**src/design/l2ctl_pkg.sv**
```systemverilog
/*
  l2ctl_pkg: register offsets, field positions, reset values and modes of
  the l2 cache general control block.
  Assumes: a 32-bit apb register bus, one clock domain.
*/
package l2ctl_pkg;

  // ----------------------------------------------------------------------
  // register map
  // ----------------------------------------------------------------------
  localparam logic [11:0] GEN_CTRL_OFFSET  = 12'h000;
  localparam logic [11:0] CACHE_STAT_OFFSET = 12'h020;
  localparam int          REG_WIDTH        = 16;

  // ----------------------------------------------------------------------
  // general control fields
  // ----------------------------------------------------------------------
  localparam int BADAP_BIT   = 13;
  localparam int FRCP_BIT    = 12;
  localparam int FRCV_BIT    = 11;
  localparam int FRCD_BIT    = 10;
  localparam int FRCTAG_BIT  = 9;
  localparam int IGNTAG_BIT  = 8;
  localparam int LONGWR_BIT  = 7;
  localparam int NOALLOC_BIT = 6;
  localparam int EN_BIT      = 5;
  localparam int WIDE_BIT    = 4;
  localparam int ARB_LO_BIT  = 1;

  localparam logic [15:0] GEN_CTRL_RESET = 16'h0000;
  localparam logic [15:0] GEN_CTRL_WMASK = 16'h3FE6;

  // ----------------------------------------------------------------------
  // arbitration modes
  // ----------------------------------------------------------------------
  localparam logic [1:0] ARB_DMA        = 2'h2;
  localparam logic [1:0] ARB_DMA_STRONG = 2'h3;

  // data ram write hold in bus cycles
  localparam logic [1:0] WR_CYCLES_SHORT = 2'h1;
  localparam logic [1:0] WR_CYCLES_LONG  = 2'h2;

  typedef enum logic [1:0] {
    GRANT_NONE,
    GRANT_CPU,
    GRANT_DMA
  } grant_t;

endpackage

```
**src/design/l2_cache_req_if.sv**
```systemverilog
/*
  l2_cache_req_if: probe and fill signals passed between the control top and
  the cache sequencer.
  Assumes: single clock, driven only inside the design.
*/
`timescale 1ns/1ps
`default_nettype none
interface l2_cache_req_if;
  logic       probe;
  logic       hit_tag;
  logic       tag_par_ok;
  logic       line_valid;
  logic       line_dirty;
  logic       cpu_write;
  logic       data_wr;
  logic       probe_q;
  logic       miss;
  logic       victim_wb;
  logic       fill;
  logic       fill_valid;
  logic       fill_dirty;
  logic       fill_par;
  logic       fill_bad_ap;
  logic       data_we;
  modport ctrl (output probe, hit_tag, tag_par_ok, line_valid, line_dirty, cpu_write,
                data_wr, input probe_q, miss, victim_wb, fill, fill_valid, fill_dirty,
                fill_par, fill_bad_ap, data_we);
  modport seq (input probe, hit_tag, tag_par_ok, line_valid, line_dirty, cpu_write,
               data_wr, output probe_q, miss, victim_wb, fill, fill_valid, fill_dirty,
               fill_par, fill_bad_ap, data_we);
endinterface
`default_nettype wire

```
**src/design/l2_cache_seq.sv**
```systemverilog
/*
  l2_cache_seq: one-cycle tag probe decision, fill tag controls and data ram
  write hold.
  Assumes: probe requests are single pulses spaced by at least three cycles.
*/
`timescale 1ns/1ps
`default_nettype none
module l2_cache_seq (
  // clock and reset
  input  wire logic       clk,
  input  wire logic       reset_n,
  // mode bits
  input  wire logic [15:0] ctrl,
  // probe and fill
  l2_cache_req_if.seq      rq
);

  typedef struct packed {
    logic       probe;
    logic       miss;
    logic       victim_wb;
    logic       fill;
    logic       fill_valid;
    logic       fill_dirty;
    logic       fill_par;
    logic       fill_bad_ap;
    logic [1:0] wr_cnt;
  } seq_t;

  seq_t s_q;
  seq_t s_d;

  always_comb begin
    logic en;
    logic ign;
    logic hit;
    en  = ctrl[l2ctl_pkg::EN_BIT];
    ign = ctrl[l2ctl_pkg::IGNTAG_BIT];
    hit = 1'b0;
    s_d = s_q;
    s_d.probe = rq.probe && en; // [RULE_14]
    // ignore tag: every probe misses an invalid line, victims dropped
    if (!ign) begin
      hit = rq.hit_tag && rq.line_valid && rq.tag_par_ok;
    end
    s_d.miss      = s_d.probe && !hit; // [RULE_11]
    s_d.victim_wb = s_d.probe && !hit && !ign && rq.line_valid && rq.line_dirty; // [RULE_11]
    // no allocate on cpu writes
    s_d.fill = s_d.miss && !(rq.cpu_write && ctrl[l2ctl_pkg::NOALLOC_BIT]); // [RULE_13]
    // force tag still fills data; tag controls come from the force bits
    if (ctrl[l2ctl_pkg::FRCTAG_BIT]) begin
      s_d.fill_valid = ctrl[l2ctl_pkg::FRCV_BIT]; // [RULE_09]
      s_d.fill_dirty = ctrl[l2ctl_pkg::FRCD_BIT]; // [RULE_09]
    end else begin
      s_d.fill_valid = 1'b1 | ctrl[l2ctl_pkg::FRCV_BIT]; // [RULE_07]
      s_d.fill_dirty = rq.cpu_write | ctrl[l2ctl_pkg::FRCD_BIT]; // [RULE_08]
    end
    s_d.fill_par    = ctrl[l2ctl_pkg::FRCP_BIT]; // [RULE_06]
    s_d.fill_bad_ap = ctrl[l2ctl_pkg::BADAP_BIT]; // [RULE_05]
    // data ram write held one or two cycles
    if (rq.data_wr && en) begin
      s_d.wr_cnt = ctrl[l2ctl_pkg::LONGWR_BIT] ? l2ctl_pkg::WR_CYCLES_LONG
                                               : l2ctl_pkg::WR_CYCLES_SHORT; // [RULE_12]
    end else if (s_q.wr_cnt != 2'h0) begin
      s_d.wr_cnt = s_q.wr_cnt - 2'h1;
    end
  end

  always_ff @(posedge clk or negedge reset_n) begin
    if (!reset_n) begin
      s_q <= '0;
    end else begin
      s_q <= s_d;
    end
  end

  assign rq.probe_q     = s_q.probe;
  assign rq.miss        = s_q.miss;
  assign rq.victim_wb   = s_q.victim_wb;
  assign rq.fill        = s_q.fill;
  assign rq.fill_valid  = s_q.fill_valid;
  assign rq.fill_dirty  = s_q.fill_dirty;
  assign rq.fill_par    = s_q.fill_par;
  assign rq.fill_bad_ap = s_q.fill_bad_ap;
  assign rq.data_we     = s_q.wr_cnt != 2'h0;

  // ----------------------------------------------------------------------
  // checks
  // ----------------------------------------------------------------------
  no_probe_off_a: assert property (@(posedge clk) disable iff (!reset_n) // [RULE_14]
    !ctrl[l2ctl_pkg::EN_BIT] |=> !s_q.probe)
    else $error("probe while cache disabled");
  ign_miss_a: assert property (@(posedge clk) disable iff (!reset_n) // [RULE_11]
    rq.probe && ctrl[l2ctl_pkg::EN_BIT] && ctrl[l2ctl_pkg::IGNTAG_BIT]
    |=> s_q.miss && !s_q.victim_wb)
    else $error("ignore tag probe did not miss cleanly");
  long_wr_a: assert property (@(posedge clk) disable iff (!reset_n) // [RULE_12]
    rq.data_wr && ctrl[l2ctl_pkg::EN_BIT] && ctrl[l2ctl_pkg::LONGWR_BIT]
    |=> rq.data_we [*2])
    else $error("long write not held two cycles");
  // short write: enable seen one edge after the request, gone the edge after
  short_wr_a: assert property (@(posedge clk) disable iff (!reset_n) // [RULE_12]
    rq.data_wr && ctrl[l2ctl_pkg::EN_BIT] && !ctrl[l2ctl_pkg::LONGWR_BIT]
    ##1 !rq.data_wr |-> rq.data_we ##1 !rq.data_we)
    else $error("short write length wrong");
  no_alloc_a: assert property (@(posedge clk) disable iff (!reset_n) // [RULE_13]
    rq.cpu_write && ctrl[l2ctl_pkg::NOALLOC_BIT] |=> !s_q.fill)
    else $error("cpu write allocated");
  frc_tag_a: assert property (@(posedge clk) disable iff (!reset_n) // [RULE_09]
    ctrl[l2ctl_pkg::FRCTAG_BIT] |=> s_q.fill_valid == $past(ctrl[l2ctl_pkg::FRCV_BIT]))
    else $error("force tag valid mismatch");
  bad_ap_a: assert property (@(posedge clk) disable iff (!reset_n) // [RULE_05]
    ctrl[l2ctl_pkg::BADAP_BIT] |=> s_q.fill_bad_ap)
    else $error("bad address parity not forced");
  frc_par_a: assert property (@(posedge clk) disable iff (!reset_n) // [RULE_06]
    ctrl[l2ctl_pkg::FRCP_BIT] |=> s_q.fill_par)
    else $error("fill parity not forced");
  fill_cov: cover property (@(posedge clk) disable iff (!reset_n) s_q.fill);
  victim_cov: cover property (@(posedge clk) disable iff (!reset_n) s_q.victim_wb);
  long_cov: cover property (@(posedge clk) disable iff (!reset_n)
    rq.data_we && ctrl[l2ctl_pkg::LONGWR_BIT]);

endmodule
`default_nettype wire

```
**src/design/l2_cache_general_control.sv**
```systemverilog
/*
  l2_cache_general_control: apb slave holding the 16-bit general control
  register, cache status register, bus arbiter and the cache sequencer.
  Assumes: apb master per protocol; memory width strap is static.
*/
//
// Function
// RULE_01 - registers are sixteen bits, each on its own line-aligned address
// RULE_02 - reads never change register contents or controller state
// RULE_03 - software writes zero into every unspecified bit
// RULE_04 - only bits 15:0 are defined; upper bus bits read zero, ignored
// RULE_05 - force bad address parity writes wrong tag address parity
// RULE_06 - force parity sets tag control parity on next fill
// RULE_07 - force valid sets valid bit on next fill
// RULE_08 - force dirty sets dirty bit on next fill
// RULE_09 - force tag still fills, using force bits as tag controls
// RULE_10 - software flushes by force tag, valid clear, sweeping addresses
// RULE_11 - ignore tag makes every probe a miss, victims dropped
// RULE_12 - long write holds data ram writes two cycles
// RULE_13 - no allocate stops cpu writes from filling lines
// RULE_14 - cache enable clear at reset stops all tag probes
// RULE_15 - memory width field mirrors the width input pin
// RULE_16 - arbitration 0x gives cpu priority, 10 gives dma priority
// RULE_17 - arbitration 11 gives strong dma priority
// RULE_18 - reserved bits read zero and ignore writes
`timescale 1ns/1ps
`default_nettype none
module l2_cache_general_control (
  // clock and reset
  input  wire logic        clk,
  input  wire logic        reset_n,
  // apb slave
  input  wire logic        psel,
  input  wire logic        penable,
  input  wire logic        pwrite,
  input  wire logic [11:0] paddr,
  input  wire logic [31:0] pwdata,
  output logic      [31:0] prdata,
  output logic             pready,
  output logic             pslverr,
  // board strap
  input  wire logic        wide_mem,
  // bus requesters
  input  wire logic        cpu_req,
  input  wire logic        dma_req,
  output logic             cpu_gnt,
  output logic             dma_gnt,
  // cache probe requests
  input  wire logic        probe_req,
  input  wire logic        probe_cpu_write,
  input  wire logic        data_wr_req,
  // tag ram read results
  input  wire logic        tag_match,
  input  wire logic        tag_par_ok,
  input  wire logic        tag_valid,
  input  wire logic        tag_dirty,
  // tag and data ram control
  output logic             probe_out,
  output logic             probe_miss,
  output logic             victim_wb,
  output logic             fill_we,
  output logic             fill_valid,
  output logic             fill_dirty,
  output logic             fill_par,
  output logic             fill_bad_addr_par,
  output logic             data_ram_we
);

  // ----------------------------------------------------------------------
  // state
  // ----------------------------------------------------------------------
  typedef struct packed {
    logic [15:0]        ctrl;
    logic               wide;
    logic [31:0]        rdata;
    logic               ready;
    logic               slverr;
    l2ctl_pkg::grant_t  grant;
    logic               dma_streak;
    logic               probe;
    logic               miss;
    logic               victim;
    logic               fill;
    logic               fvalid;
    logic               fdirty;
    logic               fpar;
    logic               fbad;
    logic               dwe;
    logic [15:0]        probes;
  } top_t;

  top_t t_q;
  top_t t_d;

  l2_cache_req_if rq ();

  l2_cache_seq u_seq (
    .clk     (clk),
    .reset_n (reset_n),
    .ctrl    (t_q.ctrl),
    .rq      (rq.seq)
  );

  assign rq.probe      = probe_req;
  assign rq.hit_tag    = tag_match;
  assign rq.tag_par_ok = tag_par_ok;
  assign rq.line_valid = tag_valid;
  assign rq.line_dirty = tag_dirty;
  assign rq.cpu_write  = probe_cpu_write;
  assign rq.data_wr    = data_wr_req;

  // ----------------------------------------------------------------------
  // next state
  // ----------------------------------------------------------------------
  always_comb begin
    logic        access;
    logic [15:0] rd16;
    logic [1:0]  arb;
    access = psel && penable && !t_q.ready;
    rd16   = 16'h0000;
    arb    = t_q.ctrl[l2ctl_pkg::ARB_LO_BIT +: 2];
    t_d = t_q;
    t_d.ready  = 1'b0;
    t_d.slverr = 1'b0;
    t_d.wide   = wide_mem; // [RULE_15]
    // apb: one wait state, answer on the second access-phase edge
    if (access) begin
      t_d.ready = 1'b1;
      unique case (paddr)
        l2ctl_pkg::GEN_CTRL_OFFSET: begin // [RULE_01]
          if (pwrite) begin
            // upper bits and reserved bits dropped on write
            t_d.ctrl = pwdata[15:0] & l2ctl_pkg::GEN_CTRL_WMASK; // [RULE_04] [RULE_18]
          end
          rd16 = t_q.ctrl;
          rd16[l2ctl_pkg::WIDE_BIT] = t_q.wide; // [RULE_15]
        end
        l2ctl_pkg::CACHE_STAT_OFFSET: begin // [RULE_01]
          // read only; writes simply ignored
          rd16 = t_q.probes;
        end
        default: begin
          t_d.slverr = 1'b1;
        end
      endcase
      // reads leave all state untouched
      t_d.rdata = {16'h0000, rd16}; // [RULE_02] [RULE_04]
    end
    // arbitration: grant one requester per cycle
    t_d.grant = l2ctl_pkg::GRANT_NONE;
    if (cpu_req && dma_req) begin
      unique case (arb)
        l2ctl_pkg::ARB_DMA: begin
          t_d.grant = l2ctl_pkg::GRANT_DMA; // [RULE_16]
        end
        l2ctl_pkg::ARB_DMA_STRONG: begin
          // cpu only gets one slot after two dma grants in a row
          t_d.grant = (t_q.dma_streak && t_q.grant == l2ctl_pkg::GRANT_DMA)
                      ? l2ctl_pkg::GRANT_CPU : l2ctl_pkg::GRANT_DMA; // [RULE_17]
        end
        default: begin
          t_d.grant = l2ctl_pkg::GRANT_CPU; // [RULE_16]
        end
      endcase
    end else if (dma_req) begin
      t_d.grant = l2ctl_pkg::GRANT_DMA;
    end else if (cpu_req) begin
      t_d.grant = l2ctl_pkg::GRANT_CPU;
    end
    t_d.dma_streak = (t_d.grant == l2ctl_pkg::GRANT_DMA) && (t_q.grant == l2ctl_pkg::GRANT_DMA);
    // sequencer results registered to keep outputs on flops
    t_d.probe  = rq.probe_q;
    t_d.miss   = rq.miss;
    t_d.victim = rq.victim_wb;
    t_d.fill   = rq.fill;
    t_d.fvalid = rq.fill_valid;
    t_d.fdirty = rq.fill_dirty;
    t_d.fpar   = rq.fill_par;
    t_d.fbad   = rq.fill_bad_ap;
    t_d.dwe    = rq.data_we;
    if (rq.probe_q) begin
      t_d.probes = t_q.probes + 16'h0001;
    end
  end

  always_ff @(posedge clk or negedge reset_n) begin
    if (!reset_n) begin
      t_q       <= '0;
      t_q.ctrl  <= l2ctl_pkg::GEN_CTRL_RESET; // [RULE_14] [RULE_16]
      t_q.grant <= l2ctl_pkg::GRANT_NONE;
    end else begin
      t_q <= t_d;
    end
  end

  // ----------------------------------------------------------------------
  // outputs
  // ----------------------------------------------------------------------
  assign prdata            = t_q.rdata;
  assign pready            = t_q.ready;
  assign pslverr           = t_q.slverr;
  assign cpu_gnt           = t_q.grant == l2ctl_pkg::GRANT_CPU;
  assign dma_gnt           = t_q.grant == l2ctl_pkg::GRANT_DMA;
  assign probe_out         = t_q.probe;
  assign probe_miss        = t_q.miss;
  assign victim_wb         = t_q.victim;
  assign fill_we           = t_q.fill;
  assign fill_valid        = t_q.fvalid;
  assign fill_dirty        = t_q.fdirty;
  assign fill_par          = t_q.fpar;
  assign fill_bad_addr_par = t_q.fbad;
  assign data_ram_we       = t_q.dwe;

  // ----------------------------------------------------------------------
  // checks
  // ----------------------------------------------------------------------
  rd_no_effect_a: assert property (@(posedge clk) disable iff (!reset_n) // [RULE_02]
    psel && penable && !pwrite |=> t_q.ctrl == $past(t_q.ctrl))
    else $error("read altered control register");
  upper_zero_a: assert property (@(posedge clk) disable iff (!reset_n) // [RULE_04]
    pready |-> prdata[31:16] == 16'h0000)
    else $error("upper read data not zero");
  reserved_zero_a: assert property (@(posedge clk) disable iff (!reset_n) // [RULE_18]
    (t_q.ctrl & ~l2ctl_pkg::GEN_CTRL_WMASK) == 16'h0000)
    else $error("reserved control bit set");
  wide_read_a: assert property (@(posedge clk) disable iff (!reset_n) // [RULE_15]
    psel && penable && !pready && !pwrite && paddr == l2ctl_pkg::GEN_CTRL_OFFSET
    |=> prdata[l2ctl_pkg::WIDE_BIT] == $past(t_q.wide))
    else $error("memory width bit wrong");
  cpu_prio_a: assert property (@(posedge clk) disable iff (!reset_n) // [RULE_16]
    cpu_req && dma_req && !t_q.ctrl[2] |=> cpu_gnt)
    else $error("cpu priority not honoured");
  dma_prio_a: assert property (@(posedge clk) disable iff (!reset_n) // [RULE_16]
    cpu_req && dma_req && t_q.ctrl[2:1] == l2ctl_pkg::ARB_DMA |=> dma_gnt)
    else $error("dma priority not honoured");
  strong_dma_a: assert property (@(posedge clk) disable iff (!reset_n) // [RULE_17]
    cpu_req && dma_req && t_q.ctrl[2:1] == l2ctl_pkg::ARB_DMA_STRONG && !dma_gnt
    |=> dma_gnt)
    else $error("strong dma priority lost");
  ready_len_a: assert property (@(posedge clk) disable iff (!reset_n)
    pready |=> !pready)
    else $error("pready longer than one cycle");
  gen_wr_cov: cover property (@(posedge clk) disable iff (!reset_n)
    pready && pwrite && paddr == l2ctl_pkg::GEN_CTRL_OFFSET);
  dma_cov: cover property (@(posedge clk) disable iff (!reset_n) cpu_req && dma_gnt);

endmodule
`default_nettype wire

```
**config.mk**
```make
export PLATFORM = sky130hd
export DESIGN_NAME = l2_cache_general_control
export DESIGN_NICKNAME = d
export VERILOG_FILES = /design/src/design/l2ctl_pkg.sv /design/src/design/l2_cache_req_if.sv /design/src/design/l2_cache_seq.sv /design/src/design/l2_cache_general_control.sv
export SDC_FILE = /design/constraint.sdc
export NUM_CORES = 1
export LEC_CHECK = 0
export BUFFER_PORTS_ARGS = -buffer_cell sky130_fd_sc_hd__buf_2
export CORE_MARGIN = 2
export CORE_UTILIZATION = 50
export DETAILED_ROUTE_END_ITERATION = 12
export PLACE_DENSITY_LB_ADDON = 0.05
export SLEW_MARGIN = 20
export SYNTH_ARGS = -nofsm -noshare
export SYNTH_HDL_FRONTEND = slang
export SYNTH_SLANG_ARGS = --single-unit
```
**constraint.sdc**
```tcl
create_clock -name clk -period 2.9 [get_ports clk]
set_input_delay 0.29 -clock clk [delete_from_list [all_inputs] [get_ports clk]]
set_output_delay 0.29 -clock clk [all_outputs]
set_load 0.005 [all_outputs]
```
# Yosys cells after proc, flatten, opt, wreduce, memory -nomap -nowiden
# Index checks and enable logic that the tools add are counted.
# Widths: inputs -> output; s select.
word_totals:
  out_inout_bits: 45
  regBits: 68
  word_cells: 72
  in_bits: 59
op_classes:
  n_bitwise: 1
  n_eq_ne: 6
  mux: 13
  reduce_logical: 24
  addsub: 2
ops:
  columns: ["op", "count"]
  rows:
  - ["$pmux 16 s2", 1]
  - ["$add 16x1->16 const B", 1]
  - ["$mux 2", 8]
  - ["$logic_and 1x1->1", 15]
  - ["$eq 12x6->1 const B", 1]
  - ["$logic_not 12->1", 1]
  - ["$eq 2x2->1 const B", 4]
  - ["$logic_not 1->1", 4]
  - ["$pmux 2 s2", 1]
  - ["$reduce_bool 2->1", 2]
  - ["$mux 1", 3]
  - ["$reduce_and 3->1", 1]
  - ["$eq 2x1->1 const B", 1]
  - ["$reduce_or 2->1", 1]
  - ["$sub 2x1->2 const B", 1]
  - ["$or 1x1->1", 1]

# Longest topological paths before layout
# Gate-level depths: netlist of the first run.
logic_depth:
  ltp_word: 8
  mapped_depth: 6
  depth_no_buf: 5

# Cells and area by module
# From an unflattened synthesis of the first run, not the netlist that was laid out.
unflattened:
  hier_cells: 236
  hier_area_um2: 3014.1
modules_own_cells:
  columns: ["module", "seq_area_each_um2", "n_inst", "cells_each", "area_each_um2"]
  rows:
  - ["l2_cache_general_control", 1451.4, 1, 204, 2602.5]
  - ["l2_cache_seq", 250.2, 1, 32, 411.6]

# Worst setup path before layout of the first run
# No wires, ideal clock.
synth_timing:
  path_type: "register -> register"
  start: "register t_q, in the netlist pready"
  end: "register, netlist name t_q[65]"
  required_time_ns: 2.775
  stages_incl_launch_ff: 7
  arrival_time_ns: 1.510
  slack_ns: 1.265
  period_less_slack_ns: 1.635
  path_buffers: 1
  setup_time_ns: 0.125
  path_cell_list: "dfrtp_1 > nand3b_4 > inv_1 > nand4_4 > nor3b_4 > buf_12 > mux2_4"
synth_between:
  elab_chain_len: 3
synth_lines:
  columns: ["element", "line_no", "text"]
  rows:
  - ["start: declaration", "l2_cache_general_control.sv:92", "top_t t_q;"]
  - ["start signal: assignment", "l2_cache_general_control.sv:192", "t_q <= t_d;"]
  - ["$logic_not 1->1", "l2_cache_general_control.sv:119", "access = psel && penable && !t_q.ready;"]
  - ["$logic_and 1x1->1", "l2_cache_general_control.sv:119", null]
  - ["$reduce_and 3->1 (no source line)", null, null]
# Every way passes these cells.
# A chain may end at the register's enable or synchronous reset.

# Worst setup path after layout of the first run
layout_timing:
  start: "register t_q, in the netlist pready"
  end: "register, netlist name t_q[64]"
layout_between:
  elab_chain_len: 3
layout_lines:
  columns: ["element", "line_no"]
  rows:
  - ["$logic_not 1->1", "l2_cache_general_control.sv:119"]
  - ["$logic_and 1x1->1", "l2_cache_general_control.sv:119"]
  - ["$reduce_and 3->1 (no source line)", null]
# Every way passes these cells.

==> qor.yml, run 1 <==
status: "completed"
finalHoldViolCount: 0
wl_per_cell_um: 13.50
yosys.area_share.simple_pct: 12.02
relSlewSlack_pct: 43.84
net-switching-power_w: 0.0004781
ant_nets: 0
grt_max_degree: 69
hold_buffers: 0
synth-xor-area-share_pct: 4.708
min_path_cells: 1
fin_setup_tns_ps: 0
via_per_inst: 4.880
place_congestion: 0.7421
p_seq_share_pct: 51.1
vias: 1825
synth_compound_area_share_pct: 4.876
drive_above_1_share_pct: 34.45
cts_tree: "done"
ys_seq_area_share_pct: 57.17
grt_pass1_wl_mm: 8.293
first_pass_iters: 4
drv_slew: 0
grt_pass1_vias: 1737
htree_levels: 3
setup_violations: 0
largest_reg_flops: 31
crit_type: "flop to flop"
hold_class: "primary input to flop"
power.leakage_nw: 1.819
row_count: 28
grt-ovfl-total: 0
swShare_pct: 24.76
powerDensity_mw_per_mm2: 569.2
synth_edf_count: 0
synth.avg_cell_area_um2: 12.51
clock_sinks: 68
drc: 0
cts_buffers: 9
final_common_cell: "dfrtp_1"
netlist.area_leader.share_pct: 57.17
grt_setup_unrepaired: "no"
initial_core_util_pct: 50.88
power_frac_clock_pct: 40.0
max_freq_ghz: 0.4728
ff2ff_path_depth: 6
synth_top_cell_by_area: "dfrtp_1"
clk_pin_slew_ps: 80
synth_mux_area_share_pct: 9.836
critPathLaunchType: "flop"
total_power_w: 0.001931
intPower_w: 0.001453
cts_resized: 0
clock_path_buffers: 2
ir_drop_v: 0.0006479
num_antenna_cells: 0
layout.nets: 355
drtIter0Drc: 80
synth_top_family_by_area: "simple AND/OR/NAND/NOR gates"
antenna_found_initial: 0
reg2reg_from: "pready"
postRouteWirelength_mm: 5.048
crit_required_ps: 3130
crit_arrival_ps: 2340
synthCells: 238
cp_max_fo: 18
drv_cap: 0
fin_hold_ws_ps: 62.08
fp.dieW_um: 81.16
rr_endpoint: "t_q[64]"
die_y_um: 81.16
ys_warn_count: 0
synth_cell_types: 36
yosys_most_used_dff: "dfrtp_1"
worstMarginPinSlew_ps: 842.3
synthToLayoutAreaGrowth_pct: 13.96
holdPathEnd: "t_q[62]"
syn_area_mm2: 0.002977
dpl.hpwl_mm: 3.397
endpoint_kind: "flop"
post_cts_buffers: 0
ioPinCount: 104
async_flop_share_pct: 100.0
synthAdderAreaFrac_pct: 0.8407
final.period_utilization_pct: 72.93
min_period_ps: 2115
insertion_delay_ps: 340
fp.coreArea_mm2: 0.005851
ff2ff_setup_slack_ps: 790
clock_skew_ps: 6.746
largest_register: "t_q"
min_from: "wide_mem"
track_usage_pct: 17.30
cts-root-buf: "clkbuf_8"
die_area_mm2: 0.006586
io_buffers: 66
pwr-share-comb_pct: 8.9
mostFrequentLayoutCells: "68 x dfrtp_1, 66 x buf_2, 22 x nand2_1, 16 x conb_1, 13 x o21ai_0"
ys_top_cells_by_area: "dfrtp_1 57%, buf_4 8.1%, mux2_4 5.0%, mux2i_1 4.0%, xor2_1 2.9%"
synth-seq-cells: 68
## critical path, cell delays in order, from the launching register on
cell and delay (ps):
dfrtp_1 380, nand3b_4 300, inv_1 190, nand4_4 240
nor3b_4 250, buf_4 280, mux2_2 360
## cells by family after synthesis
group | count (synthesis)
buf+inv | 46
compound gates | 24
mux | 24
fa+ha+maj | 2
simple gates | 57
xor+xnor | 16
other cells | 1
flops | 68
## synth_stat cells (5+ instances only)
| master | number |
|---|---|
| nor2_1 | 8 |
| xor2_1 | 10 |
| nand2_1 | 22 |
| mux2i_1 | 12 |
| o21ai_0 | 13 |
| dfrtp_1 | 68 |
| nand4_1 | 5 |
| buf_4 | 32 |
| inv_1 | 8 |
| mux2_4 | 10 |
| xnor2_1 | 6 |
## area by class of cell
type	instances	area, um^2
Inverter	8	30.03
Clock buffer	9	123.9
Multi-Input combinational cell	139	1021
Tap cell	75	93.84
Sequential cell	68	1702
Fill cell	502	2459
Timing Repair Buffer	68	345.3
Clock inverter	7	76.32
## how the worst max path moves through the flow
stage	startpoint	end	slack, ps	cells past startpoint
2_1_floorplan	pready	t_q[65]	1270	6
3_3_place_gp	pready	t_q[64]	780	6
5_1_grt	pready	t_q[64]	670	6
6_report	pready	t_q[64]	790	6
3_5_place_dp	pready	t_q[64]	770	6
4_1_cts	pready	t_q[64]	750	6
## power groups by stage
| stage | Combinational [W] | Sequential, W | Clock [W] |
|---|---|---|---|
| floorplan | 0.000111 | 0.00101 | 0 |
| global placement | 0.000165 | 0.00101 | 0 |
| detailed placement | 0.000170 | 0.00101 | 0 |
| CTS | 0.000176 | 0.000987 | 0.000795 |
| global route | 0.000197 | 0.000990 | 0.000838 |
| finish | 0.000171 | 0.000987 | 0.000773 |
## layer usage
layer | wire (um) | vias to the layer above | track usage, %
met3 | 304 | 7 | 6.222
met1 | 2267 | 898 | 22.03
met5 | 0 | - | 0
li1 | - | 863 | -
met2 | 2408 | 57 | 27.19
met4 | 68 | 0 | 6.610
## stage by stage
step	utilization, %	cell area (um^2)	worst slack (ps)	instances
floorplan	-	3033	1265	253
global placement	54.56	3192	775.3	358
detailed placement	54.56	3192	772.2	358
CTS	57.98	3392	751.9	374
global route	57.98	3392	668.9	374
finish	57.98	3392	785.0	374
Power figures use the tool's default switching activity.
==> run 2, diff against run 1 <==
--- a/config.mk
+++ b/config.mk
@@ -7,7 +7,7 @@
 export LEC_CHECK = 0
 export BUFFER_PORTS_ARGS = -buffer_cell sky130_fd_sc_hd__buf_2
 export CORE_MARGIN = 2
-export CORE_UTILIZATION = 50
+export CORE_UTILIZATION = 45
 export DETAILED_ROUTE_END_ITERATION = 12
 export PLACE_DENSITY_LB_ADDON = 0.05
 export SLEW_MARGIN = 20
==> constraint.sdc (replaced) <==
create_clock -name clk -period 1.8 [get_ports clk]
set_input_delay 0.18 -clock clk [delete_from_list [all_inputs] [get_ports clk]]
set_output_delay 0.18 -clock clk [all_outputs]
set_load 0.005 [all_outputs]
==> qor.yml, run 2 (synthesis gave the netlist of run 1 again) <==
io_buffers: 66
powerDensity_mw_per_mm2: 943.6
largest_reg_flops: 31
grt_max_degree: 69
crit_chain: "nand3b_4 > inv_1 > nand4_4 > nor3b_4 > buf_12 > mux2_2"
insertion_delay_ps: 340
drv_cap: 0
grt_pass1_vias: 1829
post-route-util_pct: 55.00
reg2reg_from: "pready"
critPathLaunchType: "flop"
clock_path_buffers: 2
synthToLayoutAreaGrowth_pct: 17.99
hold_class: "primary input to flop"
antenna_found_initial: 0
cts-root-buf: "clkbuf_8"
crit_arrival_ps: 1850
cts_buffers: 9
htree_levels: 3
ioPinCount: 104
num_antenna_cells: 0
post_cts_buffers: 0
finalHoldViolCount: 0
power_frac_clock_pct: 43.6
min_from: "tag_match"
cts_tree: "done"
largest_register: "t_q"
first_pass_iters: 4
wl_per_cell_um: 13.49
p_seq_share_pct: 48.0
drc: 0
worst-path-buf-inv: 2
layout.nets: 362
mostFrequentLayoutCells: "68 x dfrtp_1, 66 x buf_2, 22 x nand2_1, 16 x conb_1, 13 x o21ai_0"
setup_violations: 0
crit_path_top_delay_cell: "dfrtp_1"
num-fill-cells: 580
grt_setup_unrepaired: "no"
die_area_mm2: 0.007281
grt_pass1_wl_mm: 8.742
fin_area_mm2: 0.003512
drive_above_1_share_pct: 35.29
max_freq_ghz: 0.6135
fin_setup_tns_ps: 0
min_period_ps: 1630
status: "completed"
place_ws_ps: 99.50
via_per_inst: 4.734
track_usage_pct: 15.81
critPathTopFamily: "simple AND/OR/NAND/NOR gates"
drv_slew: 0
clock_sinks: 68
cp-startpoint: "pready"
postRouteWirelength_mm: 5.165
fp.dieW_um: 85.33
drtIter0Drc: 55
place_congestion: 0.6760
die_y_um: 85.33
clk_pin_slew_ps: 70
intPower_w: 0.002562
fp.coreArea_mm2: 0.006386
power.leakage_nw: 1.887
cp_max_fo: 9
ant_nets: 0
pwr-share-comb_pct: 8.4
swShare_pct: 22.68
endpoint_kind: "flop"
crit_required_ps: 2020
net-switching-power_w: 0.0007516
final.period_utilization_pct: 90.55
critPathMaxStageDelay_ps: 380
initial_core_util_pct: 46.61
crit_type: "flop to flop"
vias: 1813
grt-ovfl-total: 0
postPlaceCellArea_mm2: 0.003257
dpl.hpwl_mm: 3.484
fin_ws_ps: 170.1
row_count: 29
ir_drop_v: 0.0006989
final_common_cell: "dfrtp_1"
clock_skew_ps: 5.996
## run 2: cell types whose count changed in the layout (fill, tap and decap cells not counted)
cell / change
clkbuf_8: +2
clkinvlp_4: -3
buf_4: +3
bufinv_16: +1
buf_12: +2
dlygate4sd3_1: +2
clkinv_4: +1
inv_6: -1
## run 2: path summary, 6_finish.rpt
check / slack, ps / cells past startpoint / end
setup / recovery: 170 / 6 / t_q[64]
hold / removal: 50 / 2 / u_seq.rq.miss
setup reg to reg: 170 / 6 / t_q[64]
hold reg to reg: 350 / 0 / victim_wb
max in group asynchronous: 1110 / 3 / t_q[26]
min in group asynchronous: 400 / 3 / pslverr
## run 2: per-stage QoR
step,power [W],cells,hold slack [ps]
2_1_floorplan,0.001799,253,-115.6
3_3_place_gp,0.001892,365,233.8
3_5_place_dp,0.001902,365,232.8
4_1_cts,0.003361,383,32.85
5_1_grt,0.003463,383,43.58
6_report,0.003314,383,46.07
## run 2: cell type report
type | instances | area, um^2 | share of cell area [%]
sequential | 68 | 1702 | 48.45
multi-input combinational | 139 | 1021 | 29.07
timing repair buffer | 75 | 427.9 | 12.18
clock buffer | 11 | 151.4 | 4.311
tap | 77 | 96.34 | 2.743
clock inverter | 5 | 83.83 | 2.387
inverter | 8 | 30.03 | 0.8550
## run 2: timing repair
item                                   in CTS  in global routing
gates resized for setup                     0                  0
endpoints found under the hold margin      69                  0
hold buffers                                2                  0
## run 2: worst register-to-register path, delay by kind of cell, from the launching register on
| kind | cells | cell delay (ps) |
|---|---|---|
| simple gates | 3 | 520 |
| flops | 1 | 380 |
| mux | 1 | 330 |
| buf+inv | 2 | 290 |
## run 2: power groups by stage
stage	combinational, W	clock, W	sequential (W)
6_report	0.000277	0.00145	0.00159
5_1_grt	0.000319	0.00155	0.00160
4_1_cts	0.000283	0.00149	0.00159
3_5_place_dp	0.000280	0	0.00162
3_3_place_gp	0.000272	0	0.00162
2_1_floorplan	0.000179	0	0.00162
## run 2: routing by layer
metal  share of wire (%)  wire length (um)  global-route usage (%)  vias up
met3                 6.2               318                   6.226        4
met1                  44              2286                   20.10      870
met2                  49              2518                   25.07       56
li1                    -                 -                       -      883
met4                0.79                41                   4.762        0
met5                   0                 0                       0        -
